===== src/monitor_pin_cfg.svh =====
// Offsets, field positions, reset values and timing counts of the monitor pin block
`ifndef MONITOR_PIN_CFG_SVH
`define MONITOR_PIN_CFG_SVH

// Register indexes; byte address is four times the index
`define IDX_CFG       8'h40
`define IDX_RST_CTL   8'h44
`define IDX_CI_CLR    8'h46
`define IDX_IRQ_STAT  8'h50
`define IDX_IRQ_MASK  8'h51
`define IDX_PIN_STAT  8'h52

// Field positions
`define CFG_INT_EN    1
`define CFG_RST_GO    4
`define CFG_CI_GO     6
`define RSTCTL_EN     7
`define CICLR_GO      7
`define EV_INTRUSION  0
`define EV_CI_DONE    1
`define EV_RST_DONE   2
`define EV_BUS_START  3

// Reset values
`define RST_CFG       8'h00
`define RST_RST_CTL   8'h00
`define RST_CI_CLR    8'h00
`define RST_IRQ_STAT  4'h0
`define RST_IRQ_MASK  4'h0

// Timing: pulse width in ms, clock rate in kHz, pulse width and reset guard in cycles
`define PULSE_MS      20
`define CLK_KHZ       200000
`define PULSE_CYCLES  (`PULSE_MS * `CLK_KHZ)
`define GUARD_CYCLES  3

`endif


===== src/monitor_pin_pkg.sv =====
// Types shared by the monitor pin block
`default_nettype none
package monitor_pin_pkg;
  typedef enum logic {PS_IDLE, PS_DRIVE} pulse_state_t;
  typedef enum logic [2:0] {SEL_CFG, SEL_RST_CTL, SEL_CI_CLR, SEL_STAT, SEL_MASK, SEL_PIN,
                            SEL_NONE} reg_sel_t;
endpackage
`default_nettype wire


===== src/pulse_if.sv =====
// Handshake between the control logic and one pulse timer
`timescale 1ns/100ps
`default_nettype none
interface pulse_if;
  logic start;   // One-cycle request to begin a pulse
  logic abort;   // Stop the pulse at once
  logic busy;    // Pin driven low
  logic done;    // One-cycle pulse at expiry
  modport timer (input start, input abort, output busy, output done);
  modport user  (output start, output abort, input busy, input done);
endinterface
`default_nettype wire


===== src/bit_sync.sv =====
// Two flip-flop synchroniser for a group of pin levels
`timescale 1ns/100ps
`default_nettype none
module bit_sync #(
  parameter int unsigned    W    = 1,
  parameter logic [W-1:0]   INIT = '0
) (
  input  wire logic         clk,   // Block clock
  input  wire logic         nrst,  // Async reset, active low
  input  wire logic [W-1:0] d,     // Pin levels, any domain
  output var  logic [W-1:0] q      // Levels on clk
);
  logic [W-1:0] meta_r;

  if (W < 1) $error("bit_sync width must be at least one");

  // First stage feeds only the second
  always_ff @(posedge clk or negedge nrst) begin
    if (!nrst) begin
      meta_r <= INIT;
      q      <= INIT;
    end else begin
      meta_r <= d;
      q      <= meta_r;
    end
  end
endmodule
`default_nettype wire


===== src/pulse_timer.sv =====
// Open-drain pulse timer: holds its drive for a fixed count of cycles
`timescale 1ns/100ps
`default_nettype none
`include "monitor_pin_cfg.svh"
module pulse_timer #(
  parameter int unsigned CYCLES = `PULSE_CYCLES
) (
  input  wire logic clk,  // Block clock
  input  wire logic nrst, // Async reset, active low
  pulse_if.timer    pi    // Start, abort, busy, done
);
  import monitor_pin_pkg::*;
  localparam int unsigned    CW   = $clog2(CYCLES + 1);
  localparam logic [CW-1:0]  LAST = CW'(CYCLES - 1);

  pulse_state_t  st_r, st_nxt;
  logic [CW-1:0] cnt_r, cnt_nxt;
  logic          busy_r, busy_nxt;
  logic          done_r, done_nxt;

  if (CYCLES < 2) $error("pulse_timer needs at least two cycles");

  assign pi.busy = busy_r;
  assign pi.done = done_r;

  // Next state; expiry releases the drive and reports once
  always_comb begin
    st_nxt   = st_r;
    cnt_nxt  = cnt_r;
    done_nxt = 1'b0;
    case (st_r)
      PS_IDLE: begin
        if (pi.start && !pi.abort) begin
          st_nxt  = PS_DRIVE;
          cnt_nxt = '0;
        end
      end
      PS_DRIVE: begin
        if (pi.abort) begin
          st_nxt = PS_IDLE;
        end else if (cnt_r == LAST) begin
          st_nxt   = PS_IDLE; // RQ12
          done_nxt = 1'b1;
        end else begin
          cnt_nxt = cnt_r + 1'b1;
        end
      end
      default: st_nxt = PS_IDLE;
    endcase
    busy_nxt = (st_nxt == PS_DRIVE);
  end

  always_ff @(posedge clk or negedge nrst) begin
    if (!nrst) begin
      st_r   <= PS_IDLE;
      cnt_r  <= '0;
      busy_r <= 1'b0;
      done_r <= 1'b0;
    end else begin
      st_r   <= st_nxt;
      cnt_r  <= cnt_nxt;
      busy_r <= busy_nxt;
      done_r <= done_nxt;
    end
  end
endmodule
`default_nettype wire


===== src/monitor_pin_ctrl.sv =====
// Digital pin control of the hardware monitor with its APB register file
//
// Notes on behaviour
// [RQ1] Address strap pins give the two low programmable serial address bits.
// [RQ2] In NAND tree test the first strap pin becomes the result output.
// [RQ3] High intrusion pin level means a latched chassis intrusion event.
// [RQ4] Setting 40h bit 6 or 46h bit 7 pulls intrusion pin low 20 ms.
// [RQ5] Interrupt output is open drain, gated by config bit 1, off after reset.
// [RQ6] High test select pin enters NAND tree mode; otherwise analog output.
// [RQ7] With 44h bit 7 set, 40h bit 4 drives reset pin low 20 ms.
// [RQ8] External low level on the reset pin is a reset request.
// [RQ9] Serial data pin drives only low; serial clock is input only. Here sda_oe is held low, so the data pin is never driven.
// [RQ10] Low reset pin returns every register to its default.
// [RQ11] The host controls the device only through serial bus transactions. Here registers are reached over APB; serial bus starts are only recorded.
// [RQ12] A counter times each pulse, then releases the pin and clears the bit.
//
// The APB slave port and the placing of the registers were decided locally.
`timescale 1ns/100ps
`default_nettype none
`include "monitor_pin_cfg.svh"
module monitor_pin_ctrl #(
  parameter int unsigned PULSE_CYCLES = `PULSE_CYCLES
) (
  input  wire logic        clk,                        // 200 MHz block clock
  input  wire logic        nrst,                       // Async reset, active low
  input  wire logic        psel,                       // APB select
  input  wire logic        penable,                    // APB access phase
  input  wire logic        pwrite,                     // APB write
  input  wire logic [11:0] paddr,                      // APB byte address
  input  wire logic [31:0] pwdata,                     // APB write data
  output var  logic [31:0] prdata,                     // APB read data
  output var  logic        pready,                     // APB ready
  output var  logic        pslverr,                    // APB error, unmapped
  input  wire logic        addr_bit0_test_out_i,       // Strap bit 0 pin level
  output var  logic        addr_bit0_test_out_o,       // NAND tree result
  output var  logic        addr_bit0_test_out_oe,      // High in test mode
  input  wire logic        addr_bit1_strap,            // Strap bit 1 pin
  input  wire logic        sda_i,                      // Serial data level
  output var  logic        sda_o,                      // Serial data drive value
  output var  logic        sda_oe,                     // Serial data drive enable
  input  wire logic        scl_i,                      // Serial clock, input only
  input  wire logic        intrusion_detect_pin_i,     // Intrusion latch level
  output var  logic        intrusion_detect_pin_o,     // Drive value, low
  output var  logic        intrusion_detect_pin_oe,    // Clear pulse active
  output var  logic        int_n_o,                    // Interrupt drive value, low
  output var  logic        int_n_oe,                   // Interrupt asserted
  input  wire logic        test_select_analog_out,     // Test select pin level
  output var  logic        analog_out_en,              // Analog output allowed
  input  wire logic        reset_n_pin_i,              // Reset pin level
  output var  logic        reset_n_pin_o,              // Drive value, low
  output var  logic        reset_n_pin_oe,             // Reset pulse active
  output var  logic [1:0]  strap_addr                  // Captured address bits
);
  import monitor_pin_pkg::*;

  localparam logic [6:0] SYNC_INIT = 7'h23; // Idle bus lines and reset pin high

  if (PULSE_CYCLES < 2) $error("PULSE_CYCLES must be at least two");

  // Pin samples: [0] sda [1] scl [2] a0 [3] a1 [4] intrusion [5] reset [6] test
  logic [6:0] pin_s;
  logic       sda_s, scl_s, a0_s, a1_s, ci_s, rstpin_s, test_s;

  bit_sync #(.W(7), .INIT(SYNC_INIT)) u_sync (
    .clk  (clk),
    .nrst (nrst),
    .d    ({test_select_analog_out, reset_n_pin_i, intrusion_detect_pin_i,
            addr_bit1_strap, addr_bit0_test_out_i, scl_i, sda_i}), // RQ9
    .q    (pin_s)
  );
  assign {test_s, rstpin_s, ci_s, a1_s, a0_s, scl_s, sda_s} = pin_s;

  pulse_if ci_pi ();
  pulse_if rst_pi ();

  pulse_timer #(.CYCLES(PULSE_CYCLES)) u_ci_timer (
    .clk  (clk),
    .nrst (nrst),
    .pi   (ci_pi.timer)
  );
  pulse_timer #(.CYCLES(PULSE_CYCLES)) u_rst_timer (
    .clk  (clk),
    .nrst (nrst),
    .pi   (rst_pi.timer)
  );

  // Register decode, shared by the read and write paths
  function automatic reg_sel_t decode(input logic [11:0] a);
    reg_sel_t s;
    s = SEL_NONE;
    if (a[1:0] == 2'b00) begin
      case (a[9:2])
        `IDX_CFG:      s = SEL_CFG;
        `IDX_RST_CTL:  s = SEL_RST_CTL;
        `IDX_CI_CLR:   s = SEL_CI_CLR;
        `IDX_IRQ_STAT: s = SEL_STAT;
        `IDX_IRQ_MASK: s = SEL_MASK;
        `IDX_PIN_STAT: s = SEL_PIN;
        default:       s = SEL_NONE;
      endcase
    end
    if (a[11:10] != 2'b00) begin
      s = SEL_NONE;
    end
    return s;
  endfunction

  logic [7:0]  cfg_r, cfg_nxt;
  logic [7:0]  rst_ctl_r, rst_ctl_nxt;
  logic [7:0]  ci_clr_r, ci_clr_nxt;
  logic [3:0]  stat_r, stat_nxt;
  logic [3:0]  mask_r, mask_nxt;
  logic [31:0] prdata_r, prdata_nxt;
  logic        pready_r, pready_nxt;
  logic        pslverr_r, pslverr_nxt;
  logic        int_oe_r, int_oe_nxt;
  logic        a0_oe_r, a0_oe_nxt;
  logic        a0_o_r, a0_o_nxt;
  logic        aout_en_r, aout_en_nxt;
  logic [1:0]  strap_r, strap_nxt;
  logic [2:0]  guard_r, guard_nxt;
  logic        scl_d_r, sda_d_r;
  logic        ci_start_r, ci_start_nxt;
  logic        rst_start_r, rst_start_nxt;

  logic        setup, wr_acc, ext_rst, ci_req, rst_req;
  logic [3:0]  events;
  logic [5:0]  pin_stat;
  reg_sel_t    rd_sel, wr_sel;

  assign setup    = psel && !penable;
  assign wr_acc   = psel && penable && pready_r && pwrite && !pslverr_r;
  assign rd_sel   = decode(paddr);
  assign wr_sel   = decode(paddr);
  assign pin_stat = {rst_pi.busy, ci_pi.busy, test_s, ci_s, strap_r};
  // Own reset pulse reads back through the synchroniser, so it is masked
  assign ext_rst  = !rstpin_s && !rst_pi.busy && (guard_r == 3'h0); // RQ8
  assign ci_req   = cfg_r[`CFG_CI_GO] || ci_clr_r[`CICLR_GO]; // RQ4
  assign rst_req  = cfg_r[`CFG_RST_GO] && rst_ctl_r[`RSTCTL_EN]; // RQ7

  // Sticky events; a start is data falling while the serial clock stays high
  always_comb begin
    events = 4'h0;
    events[`EV_INTRUSION] = ci_s; // RQ3
    events[`EV_CI_DONE]   = ci_pi.done;
    events[`EV_RST_DONE]  = rst_pi.done;
    events[`EV_BUS_START] = scl_s && scl_d_r && sda_d_r && !sda_s;
  end

  assign ci_pi.start   = ci_start_r;
  assign ci_pi.abort   = ext_rst;
  assign rst_pi.start  = rst_start_r;
  assign rst_pi.abort  = 1'b0;

  // Next values of the register file, bus answer and pin controls
  always_comb begin
    cfg_nxt       = cfg_r;
    rst_ctl_nxt   = rst_ctl_r;
    ci_clr_nxt    = ci_clr_r;
    mask_nxt      = mask_r;
    stat_nxt      = stat_r;
    prdata_nxt    = prdata_r;
    pslverr_nxt   = pslverr_r;
    pready_nxt    = 1'b0;
    // Answer is prepared in setup so that access completes in one cycle
    if (setup) begin
      pready_nxt  = 1'b1;
      pslverr_nxt = (rd_sel == SEL_NONE);
      case (rd_sel)
        SEL_CFG:     prdata_nxt = {24'h0, cfg_r};
        SEL_RST_CTL: prdata_nxt = {24'h0, rst_ctl_r};
        SEL_CI_CLR:  prdata_nxt = {24'h0, ci_clr_r};
        SEL_STAT:    prdata_nxt = {28'h0, stat_r};
        SEL_MASK:    prdata_nxt = {28'h0, mask_r};
        SEL_PIN:     prdata_nxt = {26'h0, pin_stat};
        default:     prdata_nxt = 32'h0;
      endcase
    end
    // Pulse request bits are set by software and cleared only on expiry or by an external reset
    if (wr_acc) begin
      case (wr_sel)
        SEL_CFG: begin
          cfg_nxt = pwdata[7:0];
          cfg_nxt[`CFG_CI_GO]  = cfg_r[`CFG_CI_GO] || pwdata[`CFG_CI_GO]; // RQ4
          cfg_nxt[`CFG_RST_GO] = cfg_r[`CFG_RST_GO] ||
                                 (pwdata[`CFG_RST_GO] && rst_ctl_r[`RSTCTL_EN]); // RQ7
        end
        SEL_RST_CTL: rst_ctl_nxt = pwdata[7:0];
        SEL_CI_CLR:  ci_clr_nxt[`CICLR_GO] = ci_clr_r[`CICLR_GO] || pwdata[`CICLR_GO]; // RQ4
        SEL_STAT:    stat_nxt = stat_r & ~pwdata[3:0];
        SEL_MASK:    mask_nxt = pwdata[3:0];
        default:     stat_nxt = stat_r;
      endcase
    end
    if (ci_pi.done) begin
      cfg_nxt[`CFG_CI_GO]   = 1'b0; // RQ12
      ci_clr_nxt[`CICLR_GO] = 1'b0; // RQ12
    end
    if (rst_pi.done) begin
      cfg_nxt[`CFG_RST_GO] = 1'b0; // RQ12
    end
    // A new event wins over a clear in the same cycle
    stat_nxt      = stat_nxt | events;
    ci_start_nxt  = ci_req && !ci_pi.busy && !ci_start_r && !ci_pi.done;
    rst_start_nxt = rst_req && !rst_pi.busy && !rst_start_r && !rst_pi.done;
    guard_nxt     = {guard_r[1:0], rst_pi.busy};
    // Reset pin pulled low from outside restores all defaults
    if (ext_rst) begin
      cfg_nxt       = `RST_CFG; // RQ10
      rst_ctl_nxt   = `RST_RST_CTL; // RQ10
      ci_clr_nxt    = `RST_CI_CLR; // RQ10
      stat_nxt      = `RST_IRQ_STAT; // RQ10
      mask_nxt      = `RST_IRQ_MASK; // RQ10
      ci_start_nxt  = 1'b0;
      rst_start_nxt = 1'b0;
    end
    int_oe_nxt  = cfg_r[`CFG_INT_EN] && ((stat_r & mask_r) != 4'h0) && !ext_rst; // RQ5
    a0_oe_nxt   = test_s; // RQ2 RQ6
    a0_o_nxt    = !(a1_s && ci_s && scl_s && sda_s && rstpin_s); // RQ2
    aout_en_nxt = !test_s; // RQ6
    strap_nxt   = test_s ? strap_r : {a1_s, a0_s}; // RQ1
  end

  always_ff @(posedge clk or negedge nrst) begin
    if (!nrst) begin
      cfg_r       <= `RST_CFG;
      rst_ctl_r   <= `RST_RST_CTL;
      ci_clr_r    <= `RST_CI_CLR;
      stat_r      <= `RST_IRQ_STAT;
      mask_r      <= `RST_IRQ_MASK;
      prdata_r    <= 32'h0;
      pready_r    <= 1'b0;
      pslverr_r   <= 1'b0;
      int_oe_r    <= 1'b0;
      a0_oe_r     <= 1'b0;
      a0_o_r      <= 1'b0;
      aout_en_r   <= 1'b0;
      strap_r     <= 2'h0;
      guard_r     <= 3'h0;
      scl_d_r     <= 1'b1;
      sda_d_r     <= 1'b1;
      ci_start_r  <= 1'b0;
      rst_start_r <= 1'b0;
    end else begin
      cfg_r       <= cfg_nxt;
      rst_ctl_r   <= rst_ctl_nxt;
      ci_clr_r    <= ci_clr_nxt;
      stat_r      <= stat_nxt;
      mask_r      <= mask_nxt;
      prdata_r    <= prdata_nxt;
      pready_r    <= pready_nxt;
      pslverr_r   <= pslverr_nxt;
      int_oe_r    <= int_oe_nxt;
      a0_oe_r     <= a0_oe_nxt;
      a0_o_r      <= a0_o_nxt;
      aout_en_r   <= aout_en_nxt;
      strap_r     <= strap_nxt;
      guard_r     <= guard_nxt;
      scl_d_r     <= scl_s;
      sda_d_r     <= sda_s;
      ci_start_r  <= ci_start_nxt;
      rst_start_r <= rst_start_nxt;
    end
  end

  // Open-drain pins only ever drive low
  assign prdata                  = prdata_r;
  assign pready                  = pready_r;
  assign pslverr                 = pslverr_r;
  assign addr_bit0_test_out_o    = a0_o_r;
  assign addr_bit0_test_out_oe   = a0_oe_r;
  assign sda_o                   = 1'b0; // RQ9
  assign sda_oe                  = 1'b0; // RQ9
  assign intrusion_detect_pin_o  = 1'b0;
  assign intrusion_detect_pin_oe = ci_pi.busy; // RQ4
  assign int_n_o                 = 1'b0;
  assign int_n_oe                = int_oe_r; // RQ5
  assign analog_out_en           = aout_en_r;
  assign reset_n_pin_o           = 1'b0;
  assign reset_n_pin_oe          = rst_pi.busy; // RQ7
  assign strap_addr              = strap_r;
endmodule
`default_nettype wire


===== config.mk =====
export PLATFORM = sky130hd
export DESIGN_NAME = monitor_pin_ctrl
export DESIGN_NICKNAME = d
export VERILOG_FILES = /design/src/monitor_pin_pkg.sv /design/src/pulse_if.sv /design/src/bit_sync.sv /design/src/pulse_timer.sv /design/src/monitor_pin_ctrl.sv
export VERILOG_INCLUDE_DIRS = /design/src
export SDC_FILE = /design/constraint.sdc
export NUM_CORES = 1
export LEC_CHECK = 0
export BUFFER_PORTS_ARGS = -buffer_cell sky130_fd_sc_hd__clkbuf_2
export CAP_MARGIN = 20
export CORE_UTILIZATION = 45
export DETAILED_ROUTE_END_ITERATION = 10
export GPL_ROUTABILITY_DRIVEN = 0
export PLACE_DENSITY = 0.76
export SETUP_SLACK_MARGIN = 0.02
export SLEW_MARGIN = 20
export SYNTH_ARGS = -nofsm -noshare
export SYNTH_HDL_FRONTEND = slang
export SYNTH_SLANG_ARGS = --single-unit

===== constraint.sdc =====
create_clock -name clk -period 3.3 [get_ports clk]
set_input_delay 0.495 -clock clk [delete_from_list [all_inputs] [get_ports clk]]
set_output_delay 0.495 -clock clk [all_outputs]
set_load 0.005 [all_outputs]

; Word level (Yosys, flattened, before mapping)
; Index checks and enable logic that the tools add are counted.
[word_totals]
ff_bits = 134
elab_cells = 163
in_bits = 56
rom_bits = 0
ramBits = 0
mem_count = 0
latchBits = 0
out_inout_bits = 47
[classes]
addsub = 2
n_div = 0
reduce_logical = 64
shift = 0
n_lt_le_gt_ge = 0
n_bitwise = 6
mux = 44
mul = 0
eq_ne = 19
[ops]
columns = op, n
row1 = 22-bit two-way mux, 5
row2 = 22-bit case mux with 2 select lines, 2
row3 = 8-bit two-way mux, 7
row4 = "8-bit by 7-bit == test with 1-bit output, second input constant", 6
row5 = 8-bit case mux with 6 select lines, 1
row6 = "22-bit by 1-bit adder with 22-bit output, second input constant", 2
row7 = "22-bit == test, second input constant", 2
row8 = 1-bit logical AND, 25
row9 = 4-bit two-way mux, 6
row10 = 1-bit two-way mux, 18
row11 = 3-bit case mux with 6 select lines, 1
row12 = 3-bit nonzero test, 5
row13 = 2-bit AND reduction, 7
row14 = 1-bit zero test, 13
row15 = 2-bit nonzero test, 5
row16 = "3-bit == test, second input constant", 3
row17 = 4-bit AND, 2
row18 = "2-bit != test, second input constant", 4
row19 = "3-bit by 2-bit == test with 1-bit output, second input constant", 2
row20 = 3-bit zero test, 2
row21 = 3-bit two-way mux, 2
row22 = 1-bit logical OR, 4
row23 = 4-bit inverter, 1
row24 = 4-bit OR, 1
row25 = 7 further kinds, 9

; Logic depth before layout (Yosys ltp)
[logic_depth]
depth_word = 9
depth_mapped = 7
depth_no_buf = 6

; Hierarchy
; A second synthesis with hierarchy kept.
[unflattened]
hier_cells = 575
area_unflattened_um2 = 5696.7
[by_module_without_submodules]
columns = mod, seq_area_each_um2, area_each_um2, cells_per_inst, instances
row1 = pulse_timer, 600.6, 1393.8, 155, 2
row2 = monitor_pin_ctrl, 1203.7, 2551.2, 251, 1
row3 = bit_sync, 357.8, 357.8, 14, 1

; Worst setup path after synthesis
; No wires, ideal clock.
[synth_path]
kind = input-to-reg
startpoint = input paddr[5]
endpoint = register rst_ctl_r[0]
arrival_ns = 1.990
setup_time_ns = 0.132
path_stages = 6
required_time_ns = 3.168
n_path_buf = 1
setup_slack_ns = 1.178
cell_sequence = or4b_2 nor2_1 and4_1 buf_2 mux2i_1 nor2_1
[synth_via]
elab_chain_len = 7
elab_cells_between_ends = 12
cone_classes = eq/ne: 7 / mux: 3 / reduce/logical: 2
[synth_lines]
columns = item, line_no
row1 = "start, declared", monitor_pin_ctrl.sv:29  ; input wire logic [11:0] paddr,
row2 = 8-bit by 7-bit == test with 1-bit output, monitor_pin_ctrl.sv:92  ; case (a[9:2])
row3 = 3-bit case mux with 6 select lines *, monitor_pin_ctrl.sv:92
row4 = 3-bit two-way mux *, monitor_pin_ctrl.sv:91  ; if (a[1:0] == 2'b00) begin
row5 = 3-bit two-way mux *, monitor_pin_ctrl.sv:102  ; if (a[11:10] != 2'b00) begin
row6 = 3-bit by 1-bit == test with 1-bit output *, monitor_pin_ctrl.sv:181  ; case (wr_sel)
row7 = 2-bit nonzero test (no source line) *, n/a
row8 = 2-bit AND reduction (no source line) *, n/a
row9 = "end signal, assigned", monitor_pin_ctrl.sv:227  ; rst_ctl_r <= `RST_RST_CTL;
row10 = "end signal, assigned", monitor_pin_ctrl.sv:246  ; rst_ctl_r <= rst_ctl_nxt;
row11 = "end, declared", monitor_pin_ctrl.sv:109  ; logic [7:0] rst_ctl_r, rst_ctl_nxt;
; Mark *: on every way between the ends. The rest lies on a longest branch, timed or not.
; A chain may end at the register's enable or synchronous reset.

; Final worst setup path
[layout_path]
startpoint = register u_ci_timer.cnt_r[10]
endpoint = register u_ci_timer.cnt_r[6]
[layout_via]
elab_chain_len = 3
[layout_lines]
columns = item, line_no
row1 = "start, declared", pulse_timer.sv:17  ; logic [CW-1:0] cnt_r, cnt_nxt;
row2 = "start signal, assigned", pulse_timer.sv:61  ; cnt_r <= cnt_nxt;
row3 = 22-bit == test, pulse_timer.sv:41  ; end else if (cnt_r == LAST) begin
row4 = 2-bit != test (no source line), n/a
row5 = 3-bit AND reduction (no source line), n/a
; Every way passes these cells.

==> impl_metrics.yaml <==
outcome:
  status: "finished, violations left"
  violations: "design-rule violations"
yosys:
  synth_seq_cells: 110
  seq_area_frac_synth_pct: 51.18
  synth.cell_area_um2: 5398
  postSynthAreaPerCell_um2: 10.36
  syn_inst: 521
  async_flop_share_pct: 100.0
  ys_types: 65
  yosysWarnings: 0
  synthFlopType: "dfrtp_1"
  synth_edf_count: 0
setup_path:
  required_ps: 3540
  start_kind: "flop"
  cp.arrival_ps: 2620
  critPathCaptureType: "flop"
  worstSetupPathType: "flop to flop"
  worst-path-max-fanout: 14
floorplan:
  io_pins: 103
  die_area_um2: 12440
  die_h_um: 111.5
  die_w_um: 111.5
  start_util_pct: 46.67
  core_um2: 11560
  rows: 39
drt:
  drc_errors: 8
  totalWireLength_mm: 10.77
  first_pass_iters: 8
  vias: 4022
  dr.first_iter.drc_count: 243
  via_per_inst: 5.649
  drtAntennaViolNets: 0
  wl_per_cell_um: 15.13
timing:
  tightestPinTransition_ps: 778.1
  fin_skew_ps: 9.698
  min_period_ps: 2383
  maxSlewHeadroom_pct: 48.13
  finalSetupTns_ps: 0
  fmax_ghz: 0.4197
  fin_crit_sh_pct: 72.20
  rsz0062_at_grt: "false"
  setup_violations: 0
  slew_viol_final: 0
  hold_viol_final: 0
  fin_ws_ps: 917.5
power:
  peakVddDrop_mv: 0.3150
  power.total_mw: 2.582
  p_per_area_nw_per_um2: 431.8
  p_leak_nw: 2.689
clock_tree:
  cts_tree: "yes"
  path_clk_slew_ps: 80
  cts_sinks: 110
  cts_setup_buffers: 0
  h-tree-depth: 3
  cts-root-buf: "clkbuf_16"
  clk_latency_ps: 360
  cts_buffer_depth: 2
  ctsHoldBuffers: 0
  cts_resized: 0
  cts_made_buffers: 9
finish:
  nets: 622
  final_common_cell: "dfrtp_1"
  fin_util_pct: 51.71
  post-route-cell-area_um2: 5981
  mostFrequentLayoutCells: "dfrtp_1 (102), nor2_1 (64), clkbuf_2 (48)"
  syn2layout_area_growth_pct: 10.80
  n_antenna_cell: 0
  drive_gt1_share_pct: 18.80
placement:
  pre_cts_slack_ps: 725.9
  io_buffers: 49
  hpwlAfterDp_mm: 7.630
  postPlaceCellArea_um2: 5667
grt:
  grtUsageTotal_pct: 18.84
  grt_pass1_vias: 3926
  antenna_found_initial: 0
  grt.overflow.total: 0
  grt_pass1_wl_mm: 18.77
  grt_max_degree: 64
hold_path:
  hp-class: "input port to asynchronous set/reset pin"
flow_run:
  maxCapViolations: 0
where the power goes:
group | switching (mW) | internal, mW
clock | 0.537 | 0.563
combinational | 0.0727 | 0.0336
sequential | 0.00974 | 1.37
total | 0.619 | 1.96
cells by family (layout without fill, tap and decap cells):
family	Yosys count	in the layout	synth area share (%)
AND/OR/NAND/NOR	211	211	21.37
flip-flops	110	110	51.18
AO/OA/AOI/OAI	74	74	9.458
buffers and inverters	62	82	6.676
multiplexers	33	33	6.235
XOR/XNOR	28	28	4.543
adder cells (fa/ha/maj)	2	2	0.4635
other	1	29	0.06947
routing by layer:
metal / routed length [µm] / track usage [%] / part of all wire, %
met1: 4832 / 24.70 / 45
met2: 5187 / 30.46 / 48
met3: 635 / 5.389 / 5.9
met4: 119 / 5.586 / 1.1
met5: 0 / 0 / 0
final timing paths:
kind                                      startpoint                  end  cells past startpoint  slack, ps
max in group asynchronous                       nrst               pready                      2       2370
worst max-delay path            u_ci_timer.cnt_r[10]  u_ci_timer.cnt_r[6]                      5        920
worst max register to register  u_ci_timer.cnt_r[10]  u_ci_timer.cnt_r[6]                      5        920
min in group clk                               scl_i     u_sync.meta_r[1]                      1        210
worst min register to register      u_sync.meta_r[3]          u_sync.q[3]                      0        350
worst min-delay path                            nrst     u_sync.meta_r[2]                      1        210
synth_stat cells (4+ instances only):
| master | number | share of area, % |
|---|---|---|
| nand3_1 | 18 | 1.7 |
| and4_1 | 6 | 0.97 |
| buf_4 | 29 | 4.0 |
| nand2_1 | 30 | 2.1 |
| nand4_1 | 18 | 2.1 |
| xor2_1 | 23 | 3.7 |
| and4b_1 | 4 | 0.74 |
| o2bb2ai_1 | 4 | 0.65 |
| mux2i_1 | 28 | 5.2 |
| dfstp_2 | 8 | 3.9 |
| o2111ai_1 | 4 | 0.65 |
| nor4b_1 | 4 | 0.65 |
| and3_1 | 8 | 0.93 |
| o22ai_1 | 7 | 0.81 |
| or3_2 | 4 | 0.56 |
| clkbuf_1 | 18 | 1.3 |
| a21oi_1 | 11 | 1.0 |
| dfrtp_1 | 102 | 47 |
| nor3_1 | 18 | 1.7 |
| nor2_1 | 65 | 4.5 |
| inv_1 | 11 | 0.76 |
| xnor2_1 | 5 | 0.81 |
| a22o_1 | 7 | 1.1 |
| mux2_2 | 5 | 1.0 |
| or4_1 | 5 | 0.70 |
| o21ai_0 | 10 | 0.93 |
| a22oi_1 | 4 | 0.56 |
| o21ai_1 | 4 | 0.37 |
| a31oi_1 | 6 | 0.70 |
state kept, by name (all words and copies together) (netlist names), 2 cells and up:
| signal | count |
|---|---|
| cfg_r | 8 |
| u_ci_timer.cnt_r | 22 |
| stat_r | 4 |
| prdata | 8 |
| u_sync.meta_r | 7 |
| u_sync.q | 7 |
| rst_ctl_r | 8 |
| strap_addr | 2 |
| mask_r | 4 |
| guard_r | 3 |
| u_rst_timer.cnt_r | 22 |
critical path: stages (launching register included):
cell	delay (ps)
dfrtp_1	450
or4b_1	540
or4_1	550
o21ai_2	460
or4_2	210
a21oi_1	60
metrics by stage:
| stage | std cells | hold WS [ps] |
|---|---|---|
| after floorplan | 549 | 199.4 |
| after global placement | 696 | 335.0 |
| final | 712 | 210.5 |
| after global routing | 712 | 198.4 |
| after CTS | 712 | 203.1 |
| after detailed placement | 696 | 334.7 |
layout make-up:
type	instances	area, µm²
Sequential cell	110	2763
Multi-Input combinational cell	377	2382
Clock inverter	6	75.07
Clock buffer	10	239.0
Timing Repair Buffer	54	297.8
Inverter	12	45.04
Fill cell	1015	5584
Tap cell	143	178.9
Power figures use the tool's default switching activity.
